===== src/design/pin_cfg_pkg.sv =====
// constants and types shared by the pin function configuration block
package pin_cfg_pkg;

  // register offsets, one byte each
  localparam logic [7:0] ADDR_TX_TOGGLE_CFG  = 8'h28;
  localparam logic [7:0] ADDR_RX_TOGGLE_CFG  = 8'h29;
  localparam logic [7:0] ADDR_CARRIER_CFG    = 8'h2A;
  localparam logic [7:0] ADDR_CALL_ALERT_CFG = 8'h2B;
  localparam logic [7:0] ADDR_DTR_CFG      = 8'h2C;
  localparam logic [7:0] ADDR_DSR_CFG      = 8'h2D;
  localparam logic [7:0] ADDR_DATA_CFG     = 8'h2E;
  localparam logic [7:0] ADDR_SUSP_LEVEL   = 8'h2F;
  localparam logic [7:0] ADDR_SUSP_MODE    = 8'h31;
  localparam logic [7:0] ADDR_GPIO_LEVEL   = 8'h40;
  localparam logic [7:0] ADDR_GPIO_STATUS  = 8'h41;

  // pin indices of the configurable pads
  localparam int NUM_PINS = 6;
  localparam int PIN_TX_TOGGLE  = 0;
  localparam int PIN_RX_TOGGLE  = 1;
  localparam int PIN_CARRIER    = 2;
  localparam int PIN_CALL_ALERT = 3;
  localparam int PIN_DTR  = 4;
  localparam int PIN_DSR  = 5;

  // field positions
  localparam int PULLUP_BIT    = 7;
  localparam int PULLDOWN_BIT  = 6;
  localparam int RX_WAKE_BIT   = 5;
  localparam int TX_PP_BIT     = 0;
  localparam int USE_SUSP_BIT  = 7;
  localparam int SUSP_RX_TOGGLE_BIT = 7;
  localparam int SUSP_TX_TOGGLE_BIT = 6;
  localparam int SUSP_EXT_MSB  = 3;

  // reset values
  localparam logic [7:0] CFG_RESET   = 8'h00;
  localparam logic [5:0] LEVEL_RESET = 6'h00;
  localparam logic       RX_IDLE     = 1'b1;

  // function codes
  localparam logic [2:0] FN_GPIO_IN = 3'h0;
  localparam logic [2:0] FN_GPIO_OD = 3'h1;
  localparam logic [2:0] FN_GPIO_PP = 3'h2;
  localparam logic [2:0] FN_ALT_3   = 3'h3;
  localparam logic [2:0] FN_ALT_4   = 3'h4;

  // per pin: 3-bit field, code 3 alternate kind, code 4 alternate
  localparam logic [5:0] FN_WIDE_PINS = 6'h10;
  localparam logic [5:0] ALT3_PP_PINS = 6'h03;
  localparam logic [5:0] ALT3_OD_PINS = 6'h10;
  localparam logic [5:0] ALT4_PP_PINS = 6'h10;

  typedef enum logic [1:0] {PAD_IN, PAD_OD, PAD_PP} pad_mode_t;

endpackage


===== src/design/pad_if.sv =====
// control and drive signals between the pin decoder and one pad cell
interface pad_if;
  import pin_cfg_pkg::*;
  pad_mode_t mode;
  logic      level;
  logic      pu_req;
  logic      pd_req;
  logic      pad_out;
  logic      pad_oe;
  logic      pull_up;
  logic      pull_down;
  modport ctrl (output mode, level, pu_req, pd_req,
                input  pad_out, pad_oe, pull_up, pull_down);
  modport pad  (input  mode, level, pu_req, pd_req,
                output pad_out, pad_oe, pull_up, pull_down);
endinterface


===== src/design/pad_ctrl.sv =====
// one pad cell: driver type and pull resistor gating
module pad_ctrl
  import pin_cfg_pkg::*;
(
  // control from decoder
  pad_if.pad p
);

  always_comb begin
    p.pad_out   = 1'b0;
    p.pad_oe    = 1'b0;
    p.pull_up   = 1'b0;
    p.pull_down = 1'b0;
    unique case (p.mode)
      PAD_IN: begin
        p.pull_up   = p.pu_req;
        p.pull_down = p.pd_req & ~p.pu_req;
      end
      PAD_OD: begin
        p.pad_oe = ~p.level;
      end
      PAD_PP: begin
        p.pad_out = p.level;
        p.pad_oe  = 1'b1;
      end
      default: begin
        p.pad_oe = 1'b0;
      end
    endcase
  end

endmodule


===== src/design/wake_detect.sv =====
// receive pin activity detector for remote wakeup
module wake_detect
  import pin_cfg_pkg::*;
(
  // clock and reset
  input  wire logic sys_clk,
  input  wire logic rst_b,
  // detector
  input  wire logic enable,
  input  wire logic rx_pin_in,
  output logic      wake_req
);

  typedef struct packed {
    logic prev;
    logic req;
  } wake_state_t;

  wake_state_t s;
  wake_state_t next_s;

  always_comb begin
    next_s      = s;
    next_s.prev = rx_pin_in;
    // request holds until the enable chain drops
    if (!enable) begin
      next_s.req = 1'b0;
    end else if (s.prev != rx_pin_in) begin
      next_s.req = 1'b1;
    end
  end

  always_ff @(posedge sys_clk or negedge rst_b) begin
    if (!rst_b) begin
      s <= '{prev: RX_IDLE, req: 1'b0};
    end else begin
      s <= next_s;
    end
  end

  assign wake_req = s.req;

endmodule


===== src/design/uart_pin_function_config.sv =====
// pin function select and pad control for one serial channel
module uart_pin_function_config
  import pin_cfg_pkg::*;
(
  // clock and reset
  input  wire logic                sys_clk,
  input  wire logic                rst_b,
  // register port
  input  wire logic [7:0]          reg_addr,
  input  wire logic [7:0]          reg_wdata,
  input  wire logic                reg_wr,
  input  wire logic                reg_rd,
  output logic      [7:0]          reg_rdata,
  // system state
  input  wire logic                usb_suspend,
  input  wire logic                global_wake_en,
  // serial engine
  input  wire logic                tx_data,
  input  wire logic                tx_toggle,
  input  wire logic                rx_toggle,
  input  wire logic                terminal_ready,
  output logic                     data_set_ready,
  // multipurpose pads
  input  wire logic [NUM_PINS-1:0] gpio_pin_in,
  output logic      [NUM_PINS-1:0] gpio_pin_out,
  output logic      [NUM_PINS-1:0] gpio_pin_oe,
  output logic      [NUM_PINS-1:0] gpio_pull_up,
  output logic      [NUM_PINS-1:0] gpio_pull_down,
  // data pads
  output logic                     tx_pin_out,
  output logic                     tx_pin_oe,
  input  wire logic                rx_pin_in,
  output logic                     rx_pull_up,
  output logic                     rx_pull_down,
  output logic                     rx_wake_req,
  // suspend override for pins outside this block
  output logic                     ovr_active,
  output logic      [3:0]          ovr_level,
  output logic      [3:0]          ovr_open_drain
);

  typedef struct packed {
    logic [NUM_PINS-1:0][7:0] pin_cfg;
    logic [7:0]               data_cfg;
    logic [7:0]               susp_level;
    logic [7:0]               susp_mode;
    logic [NUM_PINS-1:0]      gpio_level;
    logic [7:0]               rdata;
  } state_t;

  localparam state_t STATE_RESET = '{
    pin_cfg:    {NUM_PINS{CFG_RESET}},
    data_cfg:   CFG_RESET,
    susp_level: CFG_RESET,
    susp_mode:  CFG_RESET,
    gpio_level: LEVEL_RESET,
    rdata:      CFG_RESET
  };

  state_t s;
  state_t next_s;

  logic                susp_ovr;
  logic [NUM_PINS-1:0] alt_level;

  // ---------------- register file
  always_comb begin
    next_s       = s;
    next_s.rdata = 8'h00;
    if (reg_wr) begin
      for (int i = 0; i < NUM_PINS; i++) begin
        if (reg_addr == ADDR_TX_TOGGLE_CFG + 8'(i)) begin
          next_s.pin_cfg[i] = reg_wdata;
        end
      end
      unique case (reg_addr)
        ADDR_DATA_CFG:   next_s.data_cfg = reg_wdata;
        ADDR_SUSP_LEVEL: next_s.susp_level = reg_wdata;
        ADDR_SUSP_MODE:  next_s.susp_mode = reg_wdata;
        ADDR_GPIO_LEVEL: next_s.gpio_level = reg_wdata[NUM_PINS-1:0];
        default:         next_s.data_cfg = s.data_cfg;
      endcase
    end
    if (reg_rd) begin
      for (int i = 0; i < NUM_PINS; i++) begin
        if (reg_addr == ADDR_TX_TOGGLE_CFG + 8'(i)) begin
          next_s.rdata = s.pin_cfg[i];
        end
      end
      unique case (reg_addr)
        ADDR_DATA_CFG:    next_s.rdata = s.data_cfg;
        ADDR_SUSP_LEVEL:  next_s.rdata = s.susp_level;
        ADDR_SUSP_MODE:   next_s.rdata = s.susp_mode;
        ADDR_GPIO_LEVEL:  next_s.rdata = {2'b00, s.gpio_level};
        ADDR_GPIO_STATUS: next_s.rdata = {2'b00, gpio_pin_in};
        default:          next_s.rdata = next_s.rdata;
      endcase
    end
  end

  // stored bytes are kept as written, except the gpio level keeps only its low six bits; reserved bits do not steer logic
  always_ff @(posedge sys_clk or negedge rst_b) begin
    if (!rst_b) begin
      s <= STATE_RESET;
    end else begin
      s <= next_s;
    end
  end

  assign reg_rdata = s.rdata;

  // ---------------- multipurpose pins
  assign susp_ovr = usb_suspend & s.susp_mode[USE_SUSP_BIT];

  always_comb begin
    alt_level          = '0;
    alt_level[PIN_TX_TOGGLE] = tx_toggle;
    alt_level[PIN_RX_TOGGLE] = rx_toggle;
    alt_level[PIN_DTR] = terminal_ready;
  end

  // software also reads the handshake input pin through the gpio status register, this only exports it
  assign data_set_ready = gpio_pin_in[PIN_DSR];

  for (genvar i = 0; i < NUM_PINS; i++) begin : g_pin
    pad_if pif ();
    logic [2:0] code;

    pad_ctrl u_pad (
      .p (pif.pad)
    );

    always_comb begin
      code = FN_WIDE_PINS[i] ? s.pin_cfg[i][2:0] : {1'b0, s.pin_cfg[i][1:0]};
      pif.level  = s.gpio_level[i];
      pif.pu_req = s.pin_cfg[i][PULLUP_BIT];
      pif.pd_req = s.pin_cfg[i][PULLDOWN_BIT];
      // unlisted codes fall back to a quiet input
      unique case (code)
        FN_GPIO_IN: pif.mode = PAD_IN;
        FN_GPIO_OD: pif.mode = PAD_OD;
        FN_GPIO_PP: pif.mode = PAD_PP;
        FN_ALT_3: begin
          if (ALT3_PP_PINS[i]) begin
            pif.mode  = PAD_PP;
            pif.level = alt_level[i];
          end else if (ALT3_OD_PINS[i]) begin
            pif.mode  = PAD_OD;
            pif.level = alt_level[i];
          end else begin
            pif.mode = PAD_IN;
          end
        end
        FN_ALT_4: begin
          if (ALT4_PP_PINS[i]) begin
            pif.mode  = PAD_PP;
            pif.level = alt_level[i];
          end else begin
            pif.mode = PAD_IN;
          end
        end
        default: pif.mode = PAD_IN;
      endcase
      // toggle pins take the suspend level while the override is active
      if (susp_ovr && i == PIN_TX_TOGGLE) begin
        pif.mode  = s.susp_mode[SUSP_TX_TOGGLE_BIT] ? PAD_OD : PAD_PP;
        pif.level = s.susp_level[SUSP_TX_TOGGLE_BIT];
      end
      if (susp_ovr && i == PIN_RX_TOGGLE) begin
        pif.mode  = s.susp_mode[SUSP_RX_TOGGLE_BIT] ? PAD_OD : PAD_PP;
        pif.level = s.susp_level[SUSP_RX_TOGGLE_BIT];
      end
    end

    assign gpio_pin_out[i]   = pif.pad_out;
    assign gpio_pin_oe[i]    = pif.pad_oe;
    assign gpio_pull_up[i]   = pif.pull_up;
    assign gpio_pull_down[i] = pif.pull_down;
  end

  // enable, clear-to-send, request-to-send and clock pins live elsewhere
  assign ovr_active     = susp_ovr;
  assign ovr_level      = s.susp_level[SUSP_EXT_MSB:0];
  assign ovr_open_drain = s.susp_mode[SUSP_EXT_MSB:0];

  // ---------------- data pins, never touched by the suspend override
  always_comb begin
    if (s.data_cfg[TX_PP_BIT]) begin
      tx_pin_out = tx_data;
      tx_pin_oe  = 1'b1;
    end else begin
      tx_pin_out = 1'b0;
      tx_pin_oe  = ~tx_data;
    end
  end

  assign rx_pull_up   = s.data_cfg[PULLUP_BIT];
  assign rx_pull_down = s.data_cfg[PULLDOWN_BIT] & ~s.data_cfg[PULLUP_BIT];

  wake_detect u_wake (
    .sys_clk   (sys_clk),
    .rst_b     (rst_b),
    .enable    (s.data_cfg[RX_WAKE_BIT] & global_wake_en & usb_suspend),
    .rx_pin_in (rx_pin_in),
    .wake_req  (rx_wake_req)
  );

endmodule


===== config.mk =====
export PLATFORM = sky130hd
export DESIGN_NAME = uart_pin_function_config
export DESIGN_NICKNAME = d
export VERILOG_FILES = /design/src/design/pin_cfg_pkg.sv /design/src/design/pad_if.sv /design/src/design/pad_ctrl.sv /design/src/design/wake_detect.sv /design/src/design/uart_pin_function_config.sv
export SDC_FILE = /design/constraint.sdc
export NUM_CORES = 1
export LEC_CHECK = 0
export BUFFER_PORTS_ARGS = -buffer_cell sky130_fd_sc_hd__buf_2
export CAP_MARGIN = 20
export CORE_MARGIN = 4
export CORE_UTILIZATION = 55
export CTS_CLUSTER_DIAMETER = 120
export DETAILED_ROUTE_END_ITERATION = 10
export HOLD_SLACK_MARGIN = 0.02
export PLACE_DENSITY = 0.9
export SYNTH_ARGS = -nofsm -noshare
export SYNTH_HDL_FRONTEND = slang
export SYNTH_SLANG_ARGS = --single-unit

===== constraint.sdc =====
create_clock -name sys_clk -period 3.1 [get_ports sys_clk]
set_clock_uncertainty 0.05 [all_clocks]
set_input_delay 0.155 -clock sys_clk [delete_from_list [all_inputs] [get_ports sys_clk]]
set_output_delay 0.155 -clock sys_clk [all_outputs]
set_load 0.01 [all_outputs]

==> impl_metrics.json <==
{
  "status": "finished clean",
  "switching_power_mw": 0.6240,
  "numCtsBuffers": 9,
  "cts_root_buf": "clkbuf_8",
  "cts_setup_buffers": 0,
  "crit_chain": "nand2_1, nor2_1, a21oi_1, o21ai_0, ha_1, nor2b_1, buf_2",
  "p_per_area_mw_per_mm2": 421.5,
  "clock_latency_ns": 0.36,
  "start_util_pct": 57.55,
  "setup_viol": 0,
  "grt_overflow": 0,
  "core_area_sq_mm": 0.008848,
  "cts_num_sinks": 88,
  "fmax_mhz": 424.6,
  "leakagePower_nw": 2.855,
  "drt_iter0_markers": 243,
  "drc": 0,
  "irDropWorstVdd_mv": 0.2785,
  "track_usage_pct": 22.70,
  "synthFlopType": "dfrtp_1",
  "syn_area_sq_mm": 0.005092,
  "hold_buffers": 4,
  "drive_above_1_share_pct": 41.36,
  "cts_max_level": 3,
  "finalMaxSlewViolations": 0,
  "comb_power_share_pct": 12.5,
  "port-buffer-count": 79,
  "wl_per_cell_microns": 20.62,
  "worst_slew_pin_slew_ns": 0.6071,
  "pre_cts_slack_ns": 0.9323,
  "final.setup.tns_ns": 0,
  "io_pins": 80,
  "seqPwrFrac_pct": 53.4,
  "syn2layout_area_growth_pct": 8.133,
  "dpl_cell_area_sq_mm": 0.005243,
  "die_h_microns": 104.2,
  "r2r_slack_ns": 1.41,
  "yosysUniqueCellTypes": 51,
  "die_w_microns": 104.2,
  "viasPerCell": 6.162,
  "postSynthCellCount": 445,
  "rsz0062_at_grt": "false",
  "routed_wl_mm": 12.25,
  "ys_warn_count": 0,
  "post-route-period-util_pct": 75.98,
  "switching_share_pct": 26.88,
  "hp-class": "in2reg",
  "final_util_pct": 62.23,
  "p_int_mw": 1.697,
  "clk_path_buf_depth": 2,
  "synth-edff-count": 0,
  "clkPwrFrac_pct": 34.0,
  "gp_congestion": 0.9407,
  "cp_slowest_cell": "dfrtp_1",
  "cp-start-kind": "register",
  "yosysSeqAreaShare_pct": 43.27,
  "antenna_cells": 0,
  "grt_pass1_vias": 3776,
  "synth_async_sr_flop_share_pct": 100.0,
  "cp_slowest_stage_delay_ns": 0.42,
  "layout_min_cycle_time_ns": 2.355,
  "crit_path_end_kind": "primary output",
  "placementRows": 34,
  "nets": 532,
  "via_count": 3660,
  "max_slew_margin_pct": 59.44,
  "critPathKind": "reg2out",
  "worst_slack_ns": 0.7446,
  "critPathMaxFanout": 6,
  "dp_hpwl_mm": 8.819,
  "clk_pin_slew_ns": 0.09,
  "cp_data_arrival_time_ns": 2.15,
  "grt_pass1_wl_mm": 19.45,
  "fin_area_sq_mm": 0.005507,
  "syn_nets": 496,
  "p_total_mw": 2.321,
  "dr.pass1.iters": 4,
  "worstPathRequired_ns": 2.89,
  "grt_antenna_before_repair": 0,
  "synth.avg_cell_area_sq_um": 11.44,
  "antenna_left": 0,
  "cap_violations": 0,
  "final_cells": 594,
  "hold_ws_ns": 0.09596,
  "grt_start_max_net_pins": 89,
  "finalHoldViolations": 0,
  "placed_cells": 573,
  "cts_resized": 0,
  "cts_tree": "yes",
  "synth_seq_cells": 88,
  "die_area_sq_mm": 0.01086
}
cells by family (layout without fill, tap and decap cells):
group,Yosys count,after routing,share of synthesized area [%]
and+or+nand+nor,99,99,12.53
AOI/OAI and AO/OA,56,56,7.764
DFF,88,88,43.27
xor gates and xnor gates,2,2,0.3440
adders and majority gates,18,18,4.423
muxes,101,101,22.46
buffers and inverters,81,122,9.214
area by class of cell:
class / instances / area [sq um]
fillers: 709 / 3342
multi-input cells: 276 / 2420
flip-flops and latches: 88 / 2203
repair buffers: 85 / 473.0
well taps: 108 / 135.1
clock buffers: 9 / 123.9
inverters: 21 / 78.83
clock inverters: 7 / 72.57
metal layers:
| layer | share of wire (%) | global-route usage (%) |
|---|---|---|
| met3 | 7.2 | 5.028 |
| met4 | 3.8 | 10.64 |
| met2 | 49 | 38.44 |
| met1 | 40 | 27.55 |
| met5 | 0 | 0 |
cells in the final DEF (no fill, tap or decap), drive strengths merged, types with 4 or more instances in the layout:
master	instances
ha	18
o21ai	4
and3b	6
nand2	22
mux2	86
clkinv	4
nor2	12
a31oi	5
nor2b	10
buf	81
and3	6
inv	21
mux2i	13
dfrtp	87
nand3	13
dlygate4sd3	4
and2	11
a22oi	19
clkbuf	9
a21oi	8
registers in the layout, indices dropped and copies added, names as in the netlist:
register          flops
rx_pull_up            1
g_pin.pif.level       3
s                    41
u_wake.wake_req       1
ovr_open_drain        4
reg_rdata             8
g_pin.code           13
g_pin.pif.pd_req      6
ovr_level             4
g_pin.pif.pu_req      6
u_wake.s              1
Yosys cell counts, drive strengths merged (2+ instances only):
| cell type | n | area share [%] |
|---|---|---|
| o21bai | 2 | 0.29 |
| nor2 | 12 | 0.88 |
| a21oi | 8 | 0.79 |
| nand3 | 13 | 1.5 |
| and2 | 11 | 1.4 |
| nand2 | 22 | 1.8 |
| ha | 18 | 4.4 |
| buf | 53 | 7.1 |
| mux2 | 86 | 19 |
| a22oi | 19 | 2.8 |
| a311oi | 3 | 0.52 |
| o21ai | 4 | 0.39 |
| and3 | 6 | 0.74 |
| inv | 21 | 1.5 |
| nor2b | 10 | 1.2 |
| a22o | 2 | 0.34 |
| nor4 | 3 | 0.96 |
| a31oi | 5 | 0.61 |
| nand2b | 2 | 0.25 |
| clkbuf | 7 | 0.52 |
| nand4 | 2 | 0.49 |
| a21boi | 2 | 0.29 |
| xor2 | 2 | 0.34 |
| and3b | 6 | 1.0 |
| nor3 | 2 | 0.20 |
| o22ai | 3 | 0.37 |
| mux4 | 2 | 0.88 |
| a211oi | 2 | 0.29 |
| nor3b | 3 | 0.54 |
| a211o | 2 | 0.37 |
| mux2i | 13 | 2.6 |
| dfrtp | 87 | 43 |
power by group through the flow:
stage	Combinational, mW	Sequential (mW)	Clock (mW)
4_1_cts	0.288	1.24	0.794
3_3_place_gp	0.269	1.26	0
3_5_place_dp	0.282	1.26	0
5_1_grt	0.319	1.25	0.845
2_1_floorplan	0.196	1.25	0
6_report	0.291	1.24	0.790
worst max-delay path: cells and delay by family (launching register included):
family / cells / cell delay, ns
adders and majority gates: 1 / 0.34
and+or+nand+nor: 3 / 0.39
DFF: 1 / 0.42
buffers and inverters: 1 / 0.13
AOI/OAI and AO/OA: 2 / 0.50
final timing paths:
kind                                              startpoint                      to  cells after the start
worst max-delay path                       s[21]$_DFFE_PN0P_          gpio_pin_oe[0]                      7
worst min-delay path                                  reg_rd  reg_rdata[0]$_DFF_PN0_                      3
worst max register to register  g_pin[4].code[0]$_DFFE_PN0P_  reg_rdata[0]$_DFF_PN0_                      5
worst min register to register             s[58]$_DFFE_PN0P_       s[58]$_DFFE_PN0P_                      1
max in group asynchronous                              rst_b   u_wake.s[1]$_DFF_PN1_                      3
min in group asynchronous                              rst_b  reg_rdata[2]$_DFF_PN0_                      2
Power figures use the tool's default switching activity.
